### src/rsc_pkg.sv
// Constants shared by the reset source combiner and its input synchroniser.
// Assumes a 32-bit APB slave port and one 16-bit reset cause register.
`default_nettype none

package rsc_pkg;

  // ----------------------------------------------------------------------
  // Register map
  // ----------------------------------------------------------------------
  localparam logic [7:0] OFS_RESET_CAUSE = 8'h00;
  localparam logic [7:0] OFS_SOURCE_STAT = 8'h04;
  localparam int ADDR_W = 8;
  localparam int REG_W = 16;

  // ----------------------------------------------------------------------
  // Bit positions in the reset cause register
  // ----------------------------------------------------------------------
  localparam int BIT_POWER_ON = 0;
  localparam int BIT_BROWNOUT = 1;
  localparam int BIT_WAKE_IDLE = 2;
  localparam int BIT_WAKE_SLEEP = 3;
  localparam int BIT_WDT_TIMEOUT = 4;
  localparam int BIT_WDT_SOFT_EN = 5;
  localparam int BIT_INSTR_RESET = 6;
  localparam int BIT_PIN_RESET = 7;
  localparam int BIT_REG_SLEEP = 8;
  localparam int BIT_CFG_MISMATCH = 9;
  localparam int BIT_ILLEGAL = 14;
  localparam int BIT_TRAP = 15;

  localparam logic [15:0] RESET_CAUSE_POR_VAL = 16'h0003;
  localparam logic [15:0] RESET_CAUSE_WR_MASK = 16'hC3FF;

  // ----------------------------------------------------------------------
  // Index of each raw input in the synchronised vector
  // ----------------------------------------------------------------------
  localparam int SRC_POR = 0;
  localparam int SRC_BOR = 1;
  localparam int SRC_MASTER_CLEAR_PIN = 2;
  localparam int SRC_INSTR = 3;
  localparam int SRC_WDT = 4;
  localparam int SRC_CFG = 5;
  localparam int SRC_TRAP = 6;
  localparam int SRC_ILL_OPC = 7;
  localparam int SRC_ILL_ADDR = 8;
  localparam int SRC_ILL_UNINIT = 9;
  localparam int SRC_ILL_SEC = 10;
  localparam int SRC_SLEEP = 11;
  localparam int SRC_IDLE = 12;
  localparam int SRC_WDT_CFG = 13;
  localparam int SRC_W = 14;
  localparam int SRC_RESET_W = 11;

  localparam logic [SRC_W-1:0] SYNC_RESET_VAL = 14'h0000;

endpackage : rsc_pkg

`default_nettype wire

### src/rsc_src_if.sv
// Carries the raw reset source levels to the synchroniser and the
// synchronised copies back to the combiner. Assumes both ends share pclk.
`default_nettype none

interface rsc_src_if;
  logic [rsc_pkg::SRC_W-1:0] raw;
  logic [rsc_pkg::SRC_W-1:0] synced;

  modport sync_mp (input raw, output synced);
  modport comb_mp (output raw, input synced);
endinterface : rsc_src_if

`default_nettype wire

### src/rsc_combiner.sv
// Reset source combiner with reset cause register behind an APB slave.
// Assumes every source input is an asynchronous level from outside pclk,
// and that presetn is the power-on reset of this block itself.
//
// The APB register port and the register addresses were decided locally.
`default_nettype none

// Summary of operation
// - Accept eight reset source kinds as inputs.
// - Any active source asserts system reset output.
// - Reset forces some registers; others keep contents.
// - Every reset kind sets its own flag.
// - Power-on clears set bits, keeps power-on flag.
// - Software sets/clears flags; no reset results.
// - Bit 15 flags trap conflict reset.
// - Bit 14 flags illegal opcode/address/uninit register.
// - Bits 13 to 10 read zero.
// - Bit 9 flags configuration mismatch reset.
// - Bit 8 keeps regulator active in sleep.
// - Bit 7 flags master clear pin reset.
// - Bit 6 flags reset instruction.
// - Bit 5 enables watchdog unless config forces.
// - Bit 4 flags watchdog time-out.
// - Bit 3 flags wake from sleep.
// - Bit 2 flags wake from idle.
// - Bit 1 flags brown-out reset.
// - Bit 0 flags power-on reset.
module rsc_combiner (
  input wire logic pclk,                          // System clock, 10 MHz.
  input wire logic presetn,                       // Asynchronous reset, active low.
  input wire logic ce,                            // Clock enable; all state holds while low.
  input wire logic psel,                          // APB select.
  input wire logic penable,                       // APB enable.
  input wire logic pwrite,                        // APB direction, high for write.
  input wire logic [rsc_pkg::ADDR_W-1:0] paddr,   // APB byte address.
  input wire logic [31:0] pwdata,                 // APB write data.
  output logic [31:0] prdata,                     // APB read data.
  output logic pready,                            // APB ready.
  output logic pslverr,                           // APB error for unmapped address.
  input wire logic power_on_det,                  // Power-on detector active, high.
  input wire logic brownout_det,                  // Brown-out detector active, high.
  input wire logic master_clear_pin_n,            // External master clear pin, active low.
  input wire logic reset_instr,                   // Reset instruction executed, high.
  input wire logic watchdog_timer_expired,        // Watchdog time-out, high.
  input wire logic config_mismatch_det,           // Configuration mismatch, high.
  input wire logic trap_conflict_det,             // Trap conflict, high.
  input wire logic illegal_opcode_det,            // Illegal opcode, high.
  input wire logic illegal_addr_mode_det,         // Illegal addressing mode, high.
  input wire logic uninit_wreg_det,               // Uninitialised working register used, high.
  input wire logic security_violation_det,        // Security violation, high.
  input wire logic woke_from_sleep,               // Device has been in sleep, high.
  input wire logic woke_from_idle,                // Device has been in idle, high.
  input wire logic watchdog_config_enable,        // Watchdog fuse, high when unprogrammed.
  output logic system_reset_out,                  // Combined system reset, high active.
  output logic regulator_sleep_active,            // Regulator stays on in sleep.
  output logic watchdog_run                       // Effective watchdog enable.
);

  // ----------------------------------------------------------------------
  // Source synchronisation
  // ----------------------------------------------------------------------
  // The wake and fuse levels share the synchroniser with the reset sources,
  // so every asynchronous input sees the same two-flop latency.
  rsc_src_if src_bus ();

  logic [rsc_pkg::SRC_W-1:0] raw_vec;

  always_comb
  begin
    // The pin is inverted here so that every bit of the vector is active high.
    raw_vec = '0;
    raw_vec[rsc_pkg::SRC_POR] = power_on_det;
    raw_vec[rsc_pkg::SRC_BOR] = brownout_det;
    raw_vec[rsc_pkg::SRC_MASTER_CLEAR_PIN] = ~master_clear_pin_n;
    raw_vec[rsc_pkg::SRC_INSTR] = reset_instr;
    raw_vec[rsc_pkg::SRC_WDT] = watchdog_timer_expired;
    raw_vec[rsc_pkg::SRC_CFG] = config_mismatch_det;
    raw_vec[rsc_pkg::SRC_TRAP] = trap_conflict_det;
    raw_vec[rsc_pkg::SRC_ILL_OPC] = illegal_opcode_det;
    raw_vec[rsc_pkg::SRC_ILL_ADDR] = illegal_addr_mode_det;
    raw_vec[rsc_pkg::SRC_ILL_UNINIT] = uninit_wreg_det;
    raw_vec[rsc_pkg::SRC_ILL_SEC] = security_violation_det;
    raw_vec[rsc_pkg::SRC_SLEEP] = woke_from_sleep;
    raw_vec[rsc_pkg::SRC_IDLE] = woke_from_idle;
    raw_vec[rsc_pkg::SRC_WDT_CFG] = watchdog_config_enable;
  end

  assign src_bus.raw = raw_vec;

  rsc_sync u_sync (
    .pclk(pclk),
    .presetn(presetn),
    .ce(ce),
    .src(src_bus.sync_mp)
  );

  logic [rsc_pkg::SRC_W-1:0] src_s;
  assign src_s = src_bus.synced;

  // Each illegal-condition variant folds into one cause.
  logic illegal_any;
  assign illegal_any = src_s[rsc_pkg::SRC_ILL_OPC] | src_s[rsc_pkg::SRC_ILL_ADDR] |
                       src_s[rsc_pkg::SRC_ILL_UNINIT] | src_s[rsc_pkg::SRC_ILL_SEC];

  // Wake flags sit above the reset sources in the vector and stay out of the
  // combined reset: waking from a power-saving mode is not a reset.
  logic any_reset_src;
  assign any_reset_src = |src_s[rsc_pkg::SRC_RESET_W-1:0];

  // ----------------------------------------------------------------------
  // APB slave
  // ----------------------------------------------------------------------
  // Ready is registered so every output comes from a flop; each access
  // phase therefore takes two cycles, the second being the completing edge.
  logic pready_r;
  logic pslverr_r;
  logic [31:0] prdata_r;
  logic access_first;
  logic access_done;
  logic hit_cause;
  logic hit_stat;
  logic hit_any;
  logic cause_wr;

  // Only the two register words decode; every other byte address is
  // refused with an error so that a stray pointer is caught by software.
  always_comb
  begin
    hit_cause = 1'b0;
    hit_stat = 1'b0;
    case (paddr)
      rsc_pkg::OFS_RESET_CAUSE:
      begin
        hit_cause = 1'b1;
      end
      rsc_pkg::OFS_SOURCE_STAT:
      begin
        hit_stat = 1'b1;
      end
      default:
      begin
        hit_cause = 1'b0;
        hit_stat = 1'b0;
      end
    endcase
  end

  assign hit_any = hit_cause | hit_stat;
  assign access_first = psel & penable & ~pready_r;
  assign access_done = psel & penable & pready_r;
  assign cause_wr = access_done & pwrite & hit_cause;

  logic [15:0] cause_r;
  logic [15:0] cause_nxt;
  logic sys_rst_r;
  logic [15:0] stat_word;
  logic [31:0] read_word;

  // The status word shows the live synchronised sources and the combined
  // reset, so software can poll for a source that is still held.
  always_comb
  begin
    stat_word = '0;
    stat_word[rsc_pkg::SRC_RESET_W-1:0] = src_s[rsc_pkg::SRC_RESET_W-1:0];
    stat_word[15] = sys_rst_r;
  end

  // The read word is captured in the first access cycle, so a flag set in
  // the completing cycle shows only on the next read; the register keeps it,
  // so it is never lost.
  always_comb
  begin
    read_word = 32'h00000000;
    if (!pwrite && hit_cause)
    begin
      read_word = {16'h0000, cause_r};
    end
    else if (!pwrite && hit_stat)
    begin
      read_word = {16'h0000, stat_word};
    end
  end

  // Ready rises for one cycle and then drops by itself, which gives the
  // one wait state that every access takes.
  always_ff @(posedge pclk or negedge presetn)
  begin
    if (!presetn)
    begin
      pready_r <= 1'b0;
    end
    else if (ce)
    begin
      pready_r <= access_first;
    end
  end

  // The error stands with ready only; it is low in every other cycle.
  always_ff @(posedge pclk or negedge presetn)
  begin
    if (!presetn)
    begin
      pslverr_r <= 1'b0;
    end
    else if (ce)
    begin
      pslverr_r <= access_first & ~hit_any;
    end
  end

  always_ff @(posedge pclk or negedge presetn)
  begin
    if (!presetn)
    begin
      prdata_r <= 32'h00000000;
    end
    else if (ce)
    begin
      if (access_first)
      begin
        prdata_r <= read_word;
      end
    end
  end

  assign pready = pready_r;
  assign pslverr = pslverr_r;
  assign prdata = prdata_r;

  // ----------------------------------------------------------------------
  // Reset cause register
  // ----------------------------------------------------------------------
  // Hardware causes are OR-ed in after the software write so that a cause
  // arriving in the same cycle as a clear is never lost.
  logic [15:0] hw_set;

  always_comb
  begin
    hw_set = '0;
    hw_set[rsc_pkg::BIT_POWER_ON] = src_s[rsc_pkg::SRC_POR];
    hw_set[rsc_pkg::BIT_BROWNOUT] = src_s[rsc_pkg::SRC_BOR];
    hw_set[rsc_pkg::BIT_WAKE_IDLE] = src_s[rsc_pkg::SRC_IDLE];
    hw_set[rsc_pkg::BIT_WAKE_SLEEP] = src_s[rsc_pkg::SRC_SLEEP];
    hw_set[rsc_pkg::BIT_WDT_TIMEOUT] = src_s[rsc_pkg::SRC_WDT];
    hw_set[rsc_pkg::BIT_INSTR_RESET] = src_s[rsc_pkg::SRC_INSTR];
    hw_set[rsc_pkg::BIT_PIN_RESET] = src_s[rsc_pkg::SRC_MASTER_CLEAR_PIN];
    hw_set[rsc_pkg::BIT_CFG_MISMATCH] = src_s[rsc_pkg::SRC_CFG];
    hw_set[rsc_pkg::BIT_ILLEGAL] = illegal_any;
    hw_set[rsc_pkg::BIT_TRAP] = src_s[rsc_pkg::SRC_TRAP];
  end

  always_comb
  begin
    cause_nxt = cause_r;
    if (src_s[rsc_pkg::SRC_POR])
    begin
      // Power-on wipes everything but its own flag and a live brown-out.
      cause_nxt = rsc_pkg::RESET_CAUSE_POR_VAL &
                  ((16'h0001 << rsc_pkg::BIT_POWER_ON) | hw_set);
    end
    else
    begin
      if (cause_wr)
      begin
        // A software write only stores; it never requests a reset.
        cause_nxt = pwdata[15:0] & rsc_pkg::RESET_CAUSE_WR_MASK;
      end
      // Warm resets only add flags; control bits keep their contents.
      cause_nxt = cause_nxt | hw_set;
    end
  end

  // A write that lands while power-on is still seen active is dropped: the
  // power-on value must win so that the cause reads without ambiguity.
  always_ff @(posedge pclk or negedge presetn)
  begin
    if (!presetn)
    begin
      cause_r <= rsc_pkg::RESET_CAUSE_POR_VAL;
    end
    else if (ce)
    begin
      cause_r <= cause_nxt;
    end
  end

  // ----------------------------------------------------------------------
  // Combined reset and control outputs
  // ----------------------------------------------------------------------
  // Reset is set by presetn and then follows the synchronised sources,
  // which costs two cycles of extra latency on release.
  always_ff @(posedge pclk or negedge presetn)
  begin
    if (!presetn)
    begin
      sys_rst_r <= 1'b1;
    end
    else if (ce)
    begin
      sys_rst_r <= any_reset_src;
    end
  end

  assign system_reset_out = sys_rst_r;

  logic reg_sleep_r;
  logic wdt_run_r;

  // Both controls follow the next register value so that they change on
  // the same edge as the register bit that software wrote.
  always_ff @(posedge pclk or negedge presetn)
  begin
    if (!presetn)
    begin
      reg_sleep_r <= 1'b0;
    end
    else if (ce)
    begin
      reg_sleep_r <= cause_nxt[rsc_pkg::BIT_REG_SLEEP];
    end
  end

  // The fuse level passes the same synchroniser as the sources, so a change
  // of the fuse reaches the watchdog enable three edges later.
  always_ff @(posedge pclk or negedge presetn)
  begin
    if (!presetn)
    begin
      wdt_run_r <= 1'b0;
    end
    else if (ce)
    begin
      wdt_run_r <= src_s[rsc_pkg::SRC_WDT_CFG] |
                   cause_nxt[rsc_pkg::BIT_WDT_SOFT_EN];
    end
  end

  assign regulator_sleep_active = reg_sleep_r;
  assign watchdog_run = wdt_run_r;

endmodule : rsc_combiner

`default_nettype wire

### src/rsc_sync.sv
// Two-flop synchroniser for every asynchronous reset source level.
// Assumes raw inputs may change at any time relative to pclk.
`default_nettype none

module rsc_sync (
  input wire logic pclk,         // System clock.
  input wire logic presetn,      // Asynchronous reset, active low.
  input wire logic ce,           // Clock enable; state holds while low.
  rsc_src_if.sync_mp src         // Raw levels in, synchronised levels out.
);

  // ----------------------------------------------------------------------
  // Synchroniser stages
  // ----------------------------------------------------------------------
  // The first stage feeds only the second; nothing else looks at it.
  logic [rsc_pkg::SRC_W-1:0] meta_r;
  logic [rsc_pkg::SRC_W-1:0] stable_r;

  always_ff @(posedge pclk or negedge presetn)
  begin
    if (!presetn)
    begin
      meta_r <= rsc_pkg::SYNC_RESET_VAL;
      stable_r <= rsc_pkg::SYNC_RESET_VAL;
    end
    else if (ce)
    begin
      meta_r <= src.raw;
      stable_r <= meta_r;
    end
  end

  assign src.synced = stable_r;

endmodule : rsc_sync

`default_nettype wire

### config.mk
export PLATFORM = sky130hd
export DESIGN_NAME = rsc_combiner
export DESIGN_NICKNAME = d
export VERILOG_FILES = /design/src/rsc_pkg.sv /design/src/rsc_src_if.sv /design/src/rsc_combiner.sv /design/src/rsc_sync.sv
export SDC_FILE = /design/constraint.sdc
export NUM_CORES = 1
export LEC_CHECK = 0
export BUFFER_PORTS_ARGS = -buffer_cell sky130_fd_sc_hd__buf_4
export CAP_MARGIN = 0
export CORE_ASPECT_RATIO = 0.6
export CORE_UTILIZATION = 30
export CTS_BUF_LIST = sky130_fd_sc_hd__clkbuf_2
export CTS_CLUSTER_DIAMETER = 60
export DETAILED_ROUTE_END_ITERATION = 6
export PLACE_DENSITY_LB_ADDON = 0.3
export SKIP_LAST_GASP = 1
export SLEW_MARGIN = 30
export SYNTH_ARGS = -nofsm -noshare
export SYNTH_HDL_FRONTEND = slang
export SYNTH_HIERARCHICAL = 1
export SYNTH_SLANG_ARGS = --single-unit
### constraint.sdc
create_clock -name pclk -period 2.3 [get_ports pclk]
set_clock_uncertainty 0.05 [all_clocks]
set_input_delay 0.115 -clock pclk [delete_from_list [all_inputs] [get_ports pclk]]
set_output_delay 0.115 -clock pclk [all_outputs]
set_load 0.01 [all_outputs]
==> results by group, run 1 <==
Floorplanning
  – Core footprint: 8620 um2
  – Width of the die: 124 um
  – Die Y: 75.5 um
  – Top Ports: 97
  – Row cnt: 26
  – Initial core utilization: 31.3%
  – Die Area: 9390 um2

Finish
  – Final Instance Area: 3620 um2
  – Fillers: 859
  – Share of cells above drive strength 1: 34.7%
  – Final #Nets: 372
  – Non-Filler Instances: 429
  – # diodes: 0
  – Commonest cells after routing, fill and taps aside: buf_4, dfrtp_1, dlygate4sd3_1
  – P&R area growth vs syn: 34.2%
  – Most common cell after layout, fill and taps aside: buf_4
  – Final Util: 42.0%

STA
  – Setup Viol. Count Final: 0
  – Slew Viols, Final: 0
  – RSZ-0062 raised after global routing: false
  – Post-route setup slack: 0.0683 ns
  – Fin Hold WS: 0.0843 ns
  – Setup TNS: 0 ns
  – Max frequency: 0.448 GHz
  – Crit share post-route: 97.0%
  – Slew headroom: 51.5%
  – Slew @ Worst Pin: 0.727 ns
  – Fin. Hold Viols: 0
  – Min Tclk post-route: 2.23 ns

Synth
  – Cell count after synthesis: 211
  – Cell Area, Synth: 2700 um2
  – Yosys warnings: 6
  – Prevailing post-synth register cell: dfrtp_1
  – Number of library cell types mapped by synthesis: 43
  – Syn avg cell area: 12.8 um2
  – Async SR Flop Fraction: 100%
  – Sequential area share after synthesis: 53.0%
  – Number of enable flip-flop cells after synthesis: 0
  – Yosys reg bits: 57

Setup path
  – Critical path class: in2reg
  – Crit path launch type: input port
  – Slowest CP cell: dlygate4sd3_1
  – Critical Path, Cell by Cell: dlygate4sd3_1, buf_4, or4_4, or4_4, o22a_1, o22a_1, dlygate4sd3_1
  – Crit-path max cell delay: 0.55 ns
  – Reg2Reg Depth: 5
  – Crit path DAT: 2.62 ns
  – Worst setup EP type: flop
  – CP required: 2.69 ns
  – CP max FO: 4

Placement
  – Post-DP HPWL: 4.07 mm
  – Worst slack at placement: 0.426 ns
  – # port buffers: 57
  – Placed cells: 373
  – GP Congestion: 0.754
  – Dpl cell area: 3150 um2

Pwr
  – PwrDens: 587 nW/um2
  – VDD IR-drop max: 0.285 mV
  – Leak Pwr: 1.72 nW
  – Total Power: 2.13 mW

Detailed routing
  – Met2 wire length: 2.71 mm
  – Detailed Route WL: 6.27 mm
  – DRT iter0 DRCs: 90
  – DR DRC count: 0
  – Routed vias/inst: 4.63
  – Drt pass-1 iters: 4
  – DR top layer: met4
  – WL met3: 369 um
  – DRT met1 WL: 3.14 mm
  – Vias: 1988
  – WL/cell: 14.6 um
  – Detail Route Antenna Nets: 0

Global routing
  – First-pass GRT wire length: 10.4 mm
  – GRT Overall Usage: 14.8%
  – Antenna violations before repair: 0
  – Largest net degree at the start of global routing: 58
  – Grt total ovfl: 0
  – Via count of the first global-routing pass: 2018

Run status
  – Outcome: finished, final reports clean

Clock tree
  – Maximum clock path buffer count: 2
  – Post-CTS Setup Bufs: 0
  – CTS tree: done
  – Clk_lat worst skew: 0.49 ns
  – Clock buffer count from CTS: 9
  – Worst-path clk slew: 0.15 ns
  – Sink Count: 57
  – Root buffer cell: clkbuf_2
  – Htree depth: 3

Run
  – MaxCap Viol Count: 0

Hold path
  – Min-delay worst type: in2reg
  – Worst Hold Depth: 4
## worst paths after layout
kind | start | end | slack [ns]
min reg2reg | u_sync/meta_r[13] | u_sync/meta_r[13] | 0.48
min | pwrite | prdata[14] | 0.08
min in group asynchronous | presetn | u_sync/src.synced[6] | 0.17
max reg2reg | pready | cause_r[0] | 0.16
max | paddr[3] | cause_r[0] | 0.07
max in group asynchronous | presetn | u_sync/src.synced[7] | 1.54
## metal layers
metal	track usage, %	vias to the layer above
met5	0	-
met4	5.89	0
met2	22.3	70
li1	-	949
met1	19.8	963
met3	5.20	6
## cell usage after synthesis, drive strengths merged, types with 3 or more instances
cell type	instances	area share (%)
nor4	4	0.93
buf	27	8.1
and2	11	2.5
nor2	8	1.1
dfrtp	54	50
a311oi	6	1.9
clkbuf	4	0.56
inv	5	0.70
dfstp	3	2.9
nor3	9	1.9
mux2	28	14
or4	3	1.1
mux2i	3	1.1
o21ai	10	1.9
a221o	11	4.1
## worst max-delay path, delay by kind of cell
kind | cells | cell delay [ns]
AOI/OAI and AO/OA | 2 | 0.37
buffers and inverters | 3 | 1.23
and+or+nand+nor | 2 | 0.91
## cell type report
type / count / area (um2) / share of cell area [%]
Inverter: 5 / 18.8 / 0.518
Sequential cell: 57 / 1430 / 39.5
Timing Repair Buffer: 103 / 873 / 24.1
Clock inverter: 6 / 25.0 / 0.691
Multi-Input combinational cell: 136 / 1080 / 29.9
Clock buffer: 10 / 50.0 / 1.38
Tap cell: 112 / 140 / 3.87
## where the power goes
group	total [mW]	internal (mW)	switching (mW)	leakage (nW)
Combinational	0.423	0.268	0.155	0.957
Clock	0.480	0.129	0.351	0.0556
Sequential	1.22	1.12	0.101	0.706
Total	2.13	1.52	0.607	1.72
## cells by family (layout without fill, tap and decap cells)
| logic type | count (synthesis) | count (layout) | share of synthesized area, % |
|---|---|---|---|
| buffers and inverters | 36 | 124 | 9.32 |
| AND/OR/NAND/NOR | 48 | 48 | 10.7 |
| multiplexers | 31 | 31 | 15.6 |
| flip-flops | 57 | 57 | 53.0 |
| AO/OA/AOI/OAI | 38 | 38 | 11.3 |
| other | 1 | 19 | 0.139 |
## repair_timing
action,in CTS,in global routing
setup endpoints to repair,0,1
hold endpoints to repair,86,0
hold buffers,40,0
resized for setup,0,0
## registers in the layout, indices dropped and copies added (netlist names)
signal,cells
prdata,13
system_reset_out,1
pready,1
watchdog_run,1
u_sync/meta_r,14
pslverr,1
u_sync/src.synced,14
cause_r,12
(Power assumes the default switching activity.)
==> run 2, diff against run 1 <==
- SYNTH_HIERARCHICAL: 1 -> unset
==> run 2 against run 1 <==
Via count increased by 2.2%. Area after synthesis is 2.6% lower. Clock-buffer cell count rose by 5. Sequential share of layout area is 1.1 points higher. Global-route usage down 0.46 points. Routed wire length shrank 3.2%. Hold slack gained 0.041 ns. Combinational power shrank 15%. Flip-flop and latch count did not move. Die area shrank 2.5%. Critical path type unchanged.
==> results by group, run 2 <==
Finish
  – Most common cell after layout, fill and taps aside: buf_4
  – # diodes: 0
  – Commonest cells after routing, fill and taps aside: buf_4, dfrtp_1, dlygate4sd3_1
  – Final Instance Area: 3530 um2
  – Fillers: 820
  – P&R area growth vs syn: 34.2%
  – Share of cells above drive strength 1: 35.1%
  – Final #Nets: 371

Placement
  – GP Congestion: 0.718
  – Post-DP HPWL: 4.03 mm
  – Dpl cell area: 3100 um2
  – # port buffers: 57
  – Worst slack at placement: 0.267 ns

Synth
  – Yosys warnings: 0
  – Cell Area, Synth: 2630 um2
  – Synth area leader: dfrtp_1
  – Share of the synthesized area in the top cell type: 51.4%
  – Syn avg cell area: 12.1 um2
  – Number of library cell types mapped by synthesis: 39
  – Async SR Flop Fraction: 100%
  – Largest cells by area after synthesis: dfrtp_1, mux2_2, buf_4, a221o_1, dfstp_2
  – Prevailing post-synth register cell: dfrtp_1
  – Top-count cell post-synth: dfrtp_1
  – Yosys reg bits: 57
  – Cell count after synthesis: 217
  – Sequential area share after synthesis: 54.4%
  – Most instantiated cells after synthesis: dfrtp_1, mux2_2, buf_4, nor3_1, nor2_1
  – Number of enable flip-flop cells after synthesis: 0

Hold path
  – Min-delay worst type: in2reg
  – Min-Delay Endpoint: prdata[14]
  – Worst Hold Depth: 4
  – Hold Startpoint: pwrite

Pwr
  – Combinational Power Share: 17.2%
  – Clock Power Share: 24.5%
  – Int Pwr: 1.50 mW
  – Leak Pwr: 1.60 nW
  – PwrDens: 594 nW/um2
  – Sequential share of power: 58.3%
  – Sw Share: 28.5%
  – Switching power of the nets: 0.598 mW
  – VDD IR-drop max: 0.291 mV

Setup path
  – Crit path DAT: 2.39 ns
  – Crit-path most repeated cell: dlygate4sd3_1
  – Critical Path, Cell by Cell: dlygate4sd3_1, buf_4, or3_4, dlygate4sd3_1, nor2_1, dlygate4sd3_1, o22ai_1
  – Worst setup EP type: flop
  – Crit path launch type: input port
  – CP required: 2.61 ns
  – Worst reg2reg setup slack: 0.39 ns
  – Reg2Reg Depth: 6
  – Slowest CP cell: dlygate4sd3_1
  – Critical path class: in2reg
  – Critical R2R Launch: pready
  – Crit-path max cell delay: 0.57 ns
  – Worst r2r dst: cause_r[0]
  – CP max FO: 3

Clock tree
  – Clock buffer count from CTS: 9
  – Htree depth: 3
  – CTS tree: done
  – Maximum clock path buffer count: 2
  – Root buffer cell: clkbuf_2
  – Post-CTS sizing: 0
  – Clk_lat worst skew: 0.48 ns
  – Sink Count: 57
  – Post-CTS Setup Bufs: 0
  – Worst-path clk slew: 0.14 ns
  – Hold_buf cts: 35

Detailed routing
  – Routed vias/inst: 4.75
  – Vias: 2032
  – Detail Route Antenna Nets: 0
  – Drt pass-1 iters: 4
  – DRT iter0 DRCs: 119
  – DR DRC count: 0
  – Detailed Route WL: 6.07 mm
  – WL/cell: 14.2 um

Run
  – MaxCap Viol Count: 0

Global routing
  – Largest net degree at the start of global routing: 58
  – First-pass GRT wire length: 9.58 mm
  – Via count of the first global-routing pass: 1867
  – Grt total ovfl: 0
  – GRT Overall Usage: 14.4%
  – Antenna violations before repair: 0

Floorplanning
  – Die Area: 9150 um2
  – Die Y: 74.5 um
  – Width of the die: 123 um
  – Row cnt: 26
  – Initial core utilization: 31.0%
  – Top Ports: 97
  – Core footprint: 8490 um2

STA
  – Max frequency: 0.480 GHz
  – Slew @ Worst Pin: 0.732 ns
  – Min Tclk post-route: 2.08 ns
  – Slew headroom: 51.2%
  – Crit share post-route: 90.6%
  – Post-route setup slack: 0.217 ns
  – Setup Viol. Count Final: 0
  – Setup TNS: 0 ns
  – Slew Viols, Final: 0
  – RSZ-0062 raised after global routing: false
  – Fin. Hold Viols: 0

Run status
  – Outcome: finished, final reports clean
[run 2: cell count changes after synthesis, sizes merged, moves of 2 or more]
cell    delta
buf        -3
and2       -2
inv        +2
nor3       +4
nand4b     +2
nor2       +6
nand3      -2
mux2       -2
clkbuf     +3
o311ai     +2
o22a       -2
[run 2: power groups by stage]
stage                     Sequential (mW)  Clock (mW)  Combinational [mW]
final                                1.22       0.513               0.361
after global routing                 1.24       0.584               0.405
after CTS                            1.22       0.540               0.368
after detailed placement             1.24           0               0.316
after global placement               1.24           0               0.308
after floorplan                      1.21           0               0.217
[run 2: per-stage QoR]
step | util (%) | total power [mW] | hold slack, ns | instances
5_1_grt | 41.6 | 2.23 | 0.0750 | 428
6_report | 41.6 | 2.10 | 0.125 | 428
3_5_place_dp | 36.5 | 1.56 | 0.179 | 377
3_3_place_gp | 36.5 | 1.55 | 0.170 | 377
2_1_floorplan | - | 1.43 | -0.231 | 235
4_1_cts | 41.6 | 2.13 | 0.0748 | 428
[run 2: final cells by class]
type                       count  area (um2)  area share, %
inverter                       7        26.3          0.745
multi-input combinational    140        1030           29.3
clock buffer                  15        75.1           2.13
sequential                    57        1430           40.5
clock inverter                 1        3.75          0.106
tap                          112         140           3.97
timing repair buffer          96         821           23.3
[run 2: worst max-delay path, delay by kind of cell]
family	cells	cell delay [ns]
compound gates	1	0.07
simple gates	2	0.43
buf+inv	4	1.78
[run 2: worst max path at each step]
stage / cells past startpoint / from / slack, ns / end
global route: 8 / paddr[3] / 0.22 / cause_r[0]
floorplan: 5 / paddr[5] / 0.58 / prdata[1]
CTS: 8 / paddr[3] / 0.26 / cause_r[0]
finish: 7 / paddr[3] / 0.22 / pslverr
detailed placement: 5 / paddr[5] / 0.27 / prdata[7]
global placement: 5 / paddr[5] / 0.28 / prdata[2]
[run 2: kinds of logic (layout without fill, tap and decap cells)]
logic type,count (synthesis),in the layout,share of synthesized area (%)
AO/OA/AOI/OAI,38,38,11.4
buffers and inverters,38,119,8.90
flip-flops,57,57,54.4
multiplexers,28,28,11.9
other,1,19,0.143
AND/OR/NAND/NOR,55,55,13.3
[run 2: layer usage]
metal | vias up | routed length (um) | track usage [%]
met1 | 1017 | 3090 | 19.9
met3 | 5 | 378 | 5.83
li1 | 949 | - | -
met4 | 0 | 41 | 4.47
met2 | 61 | 2570 | 20.4
met5 | - | 0 | 0
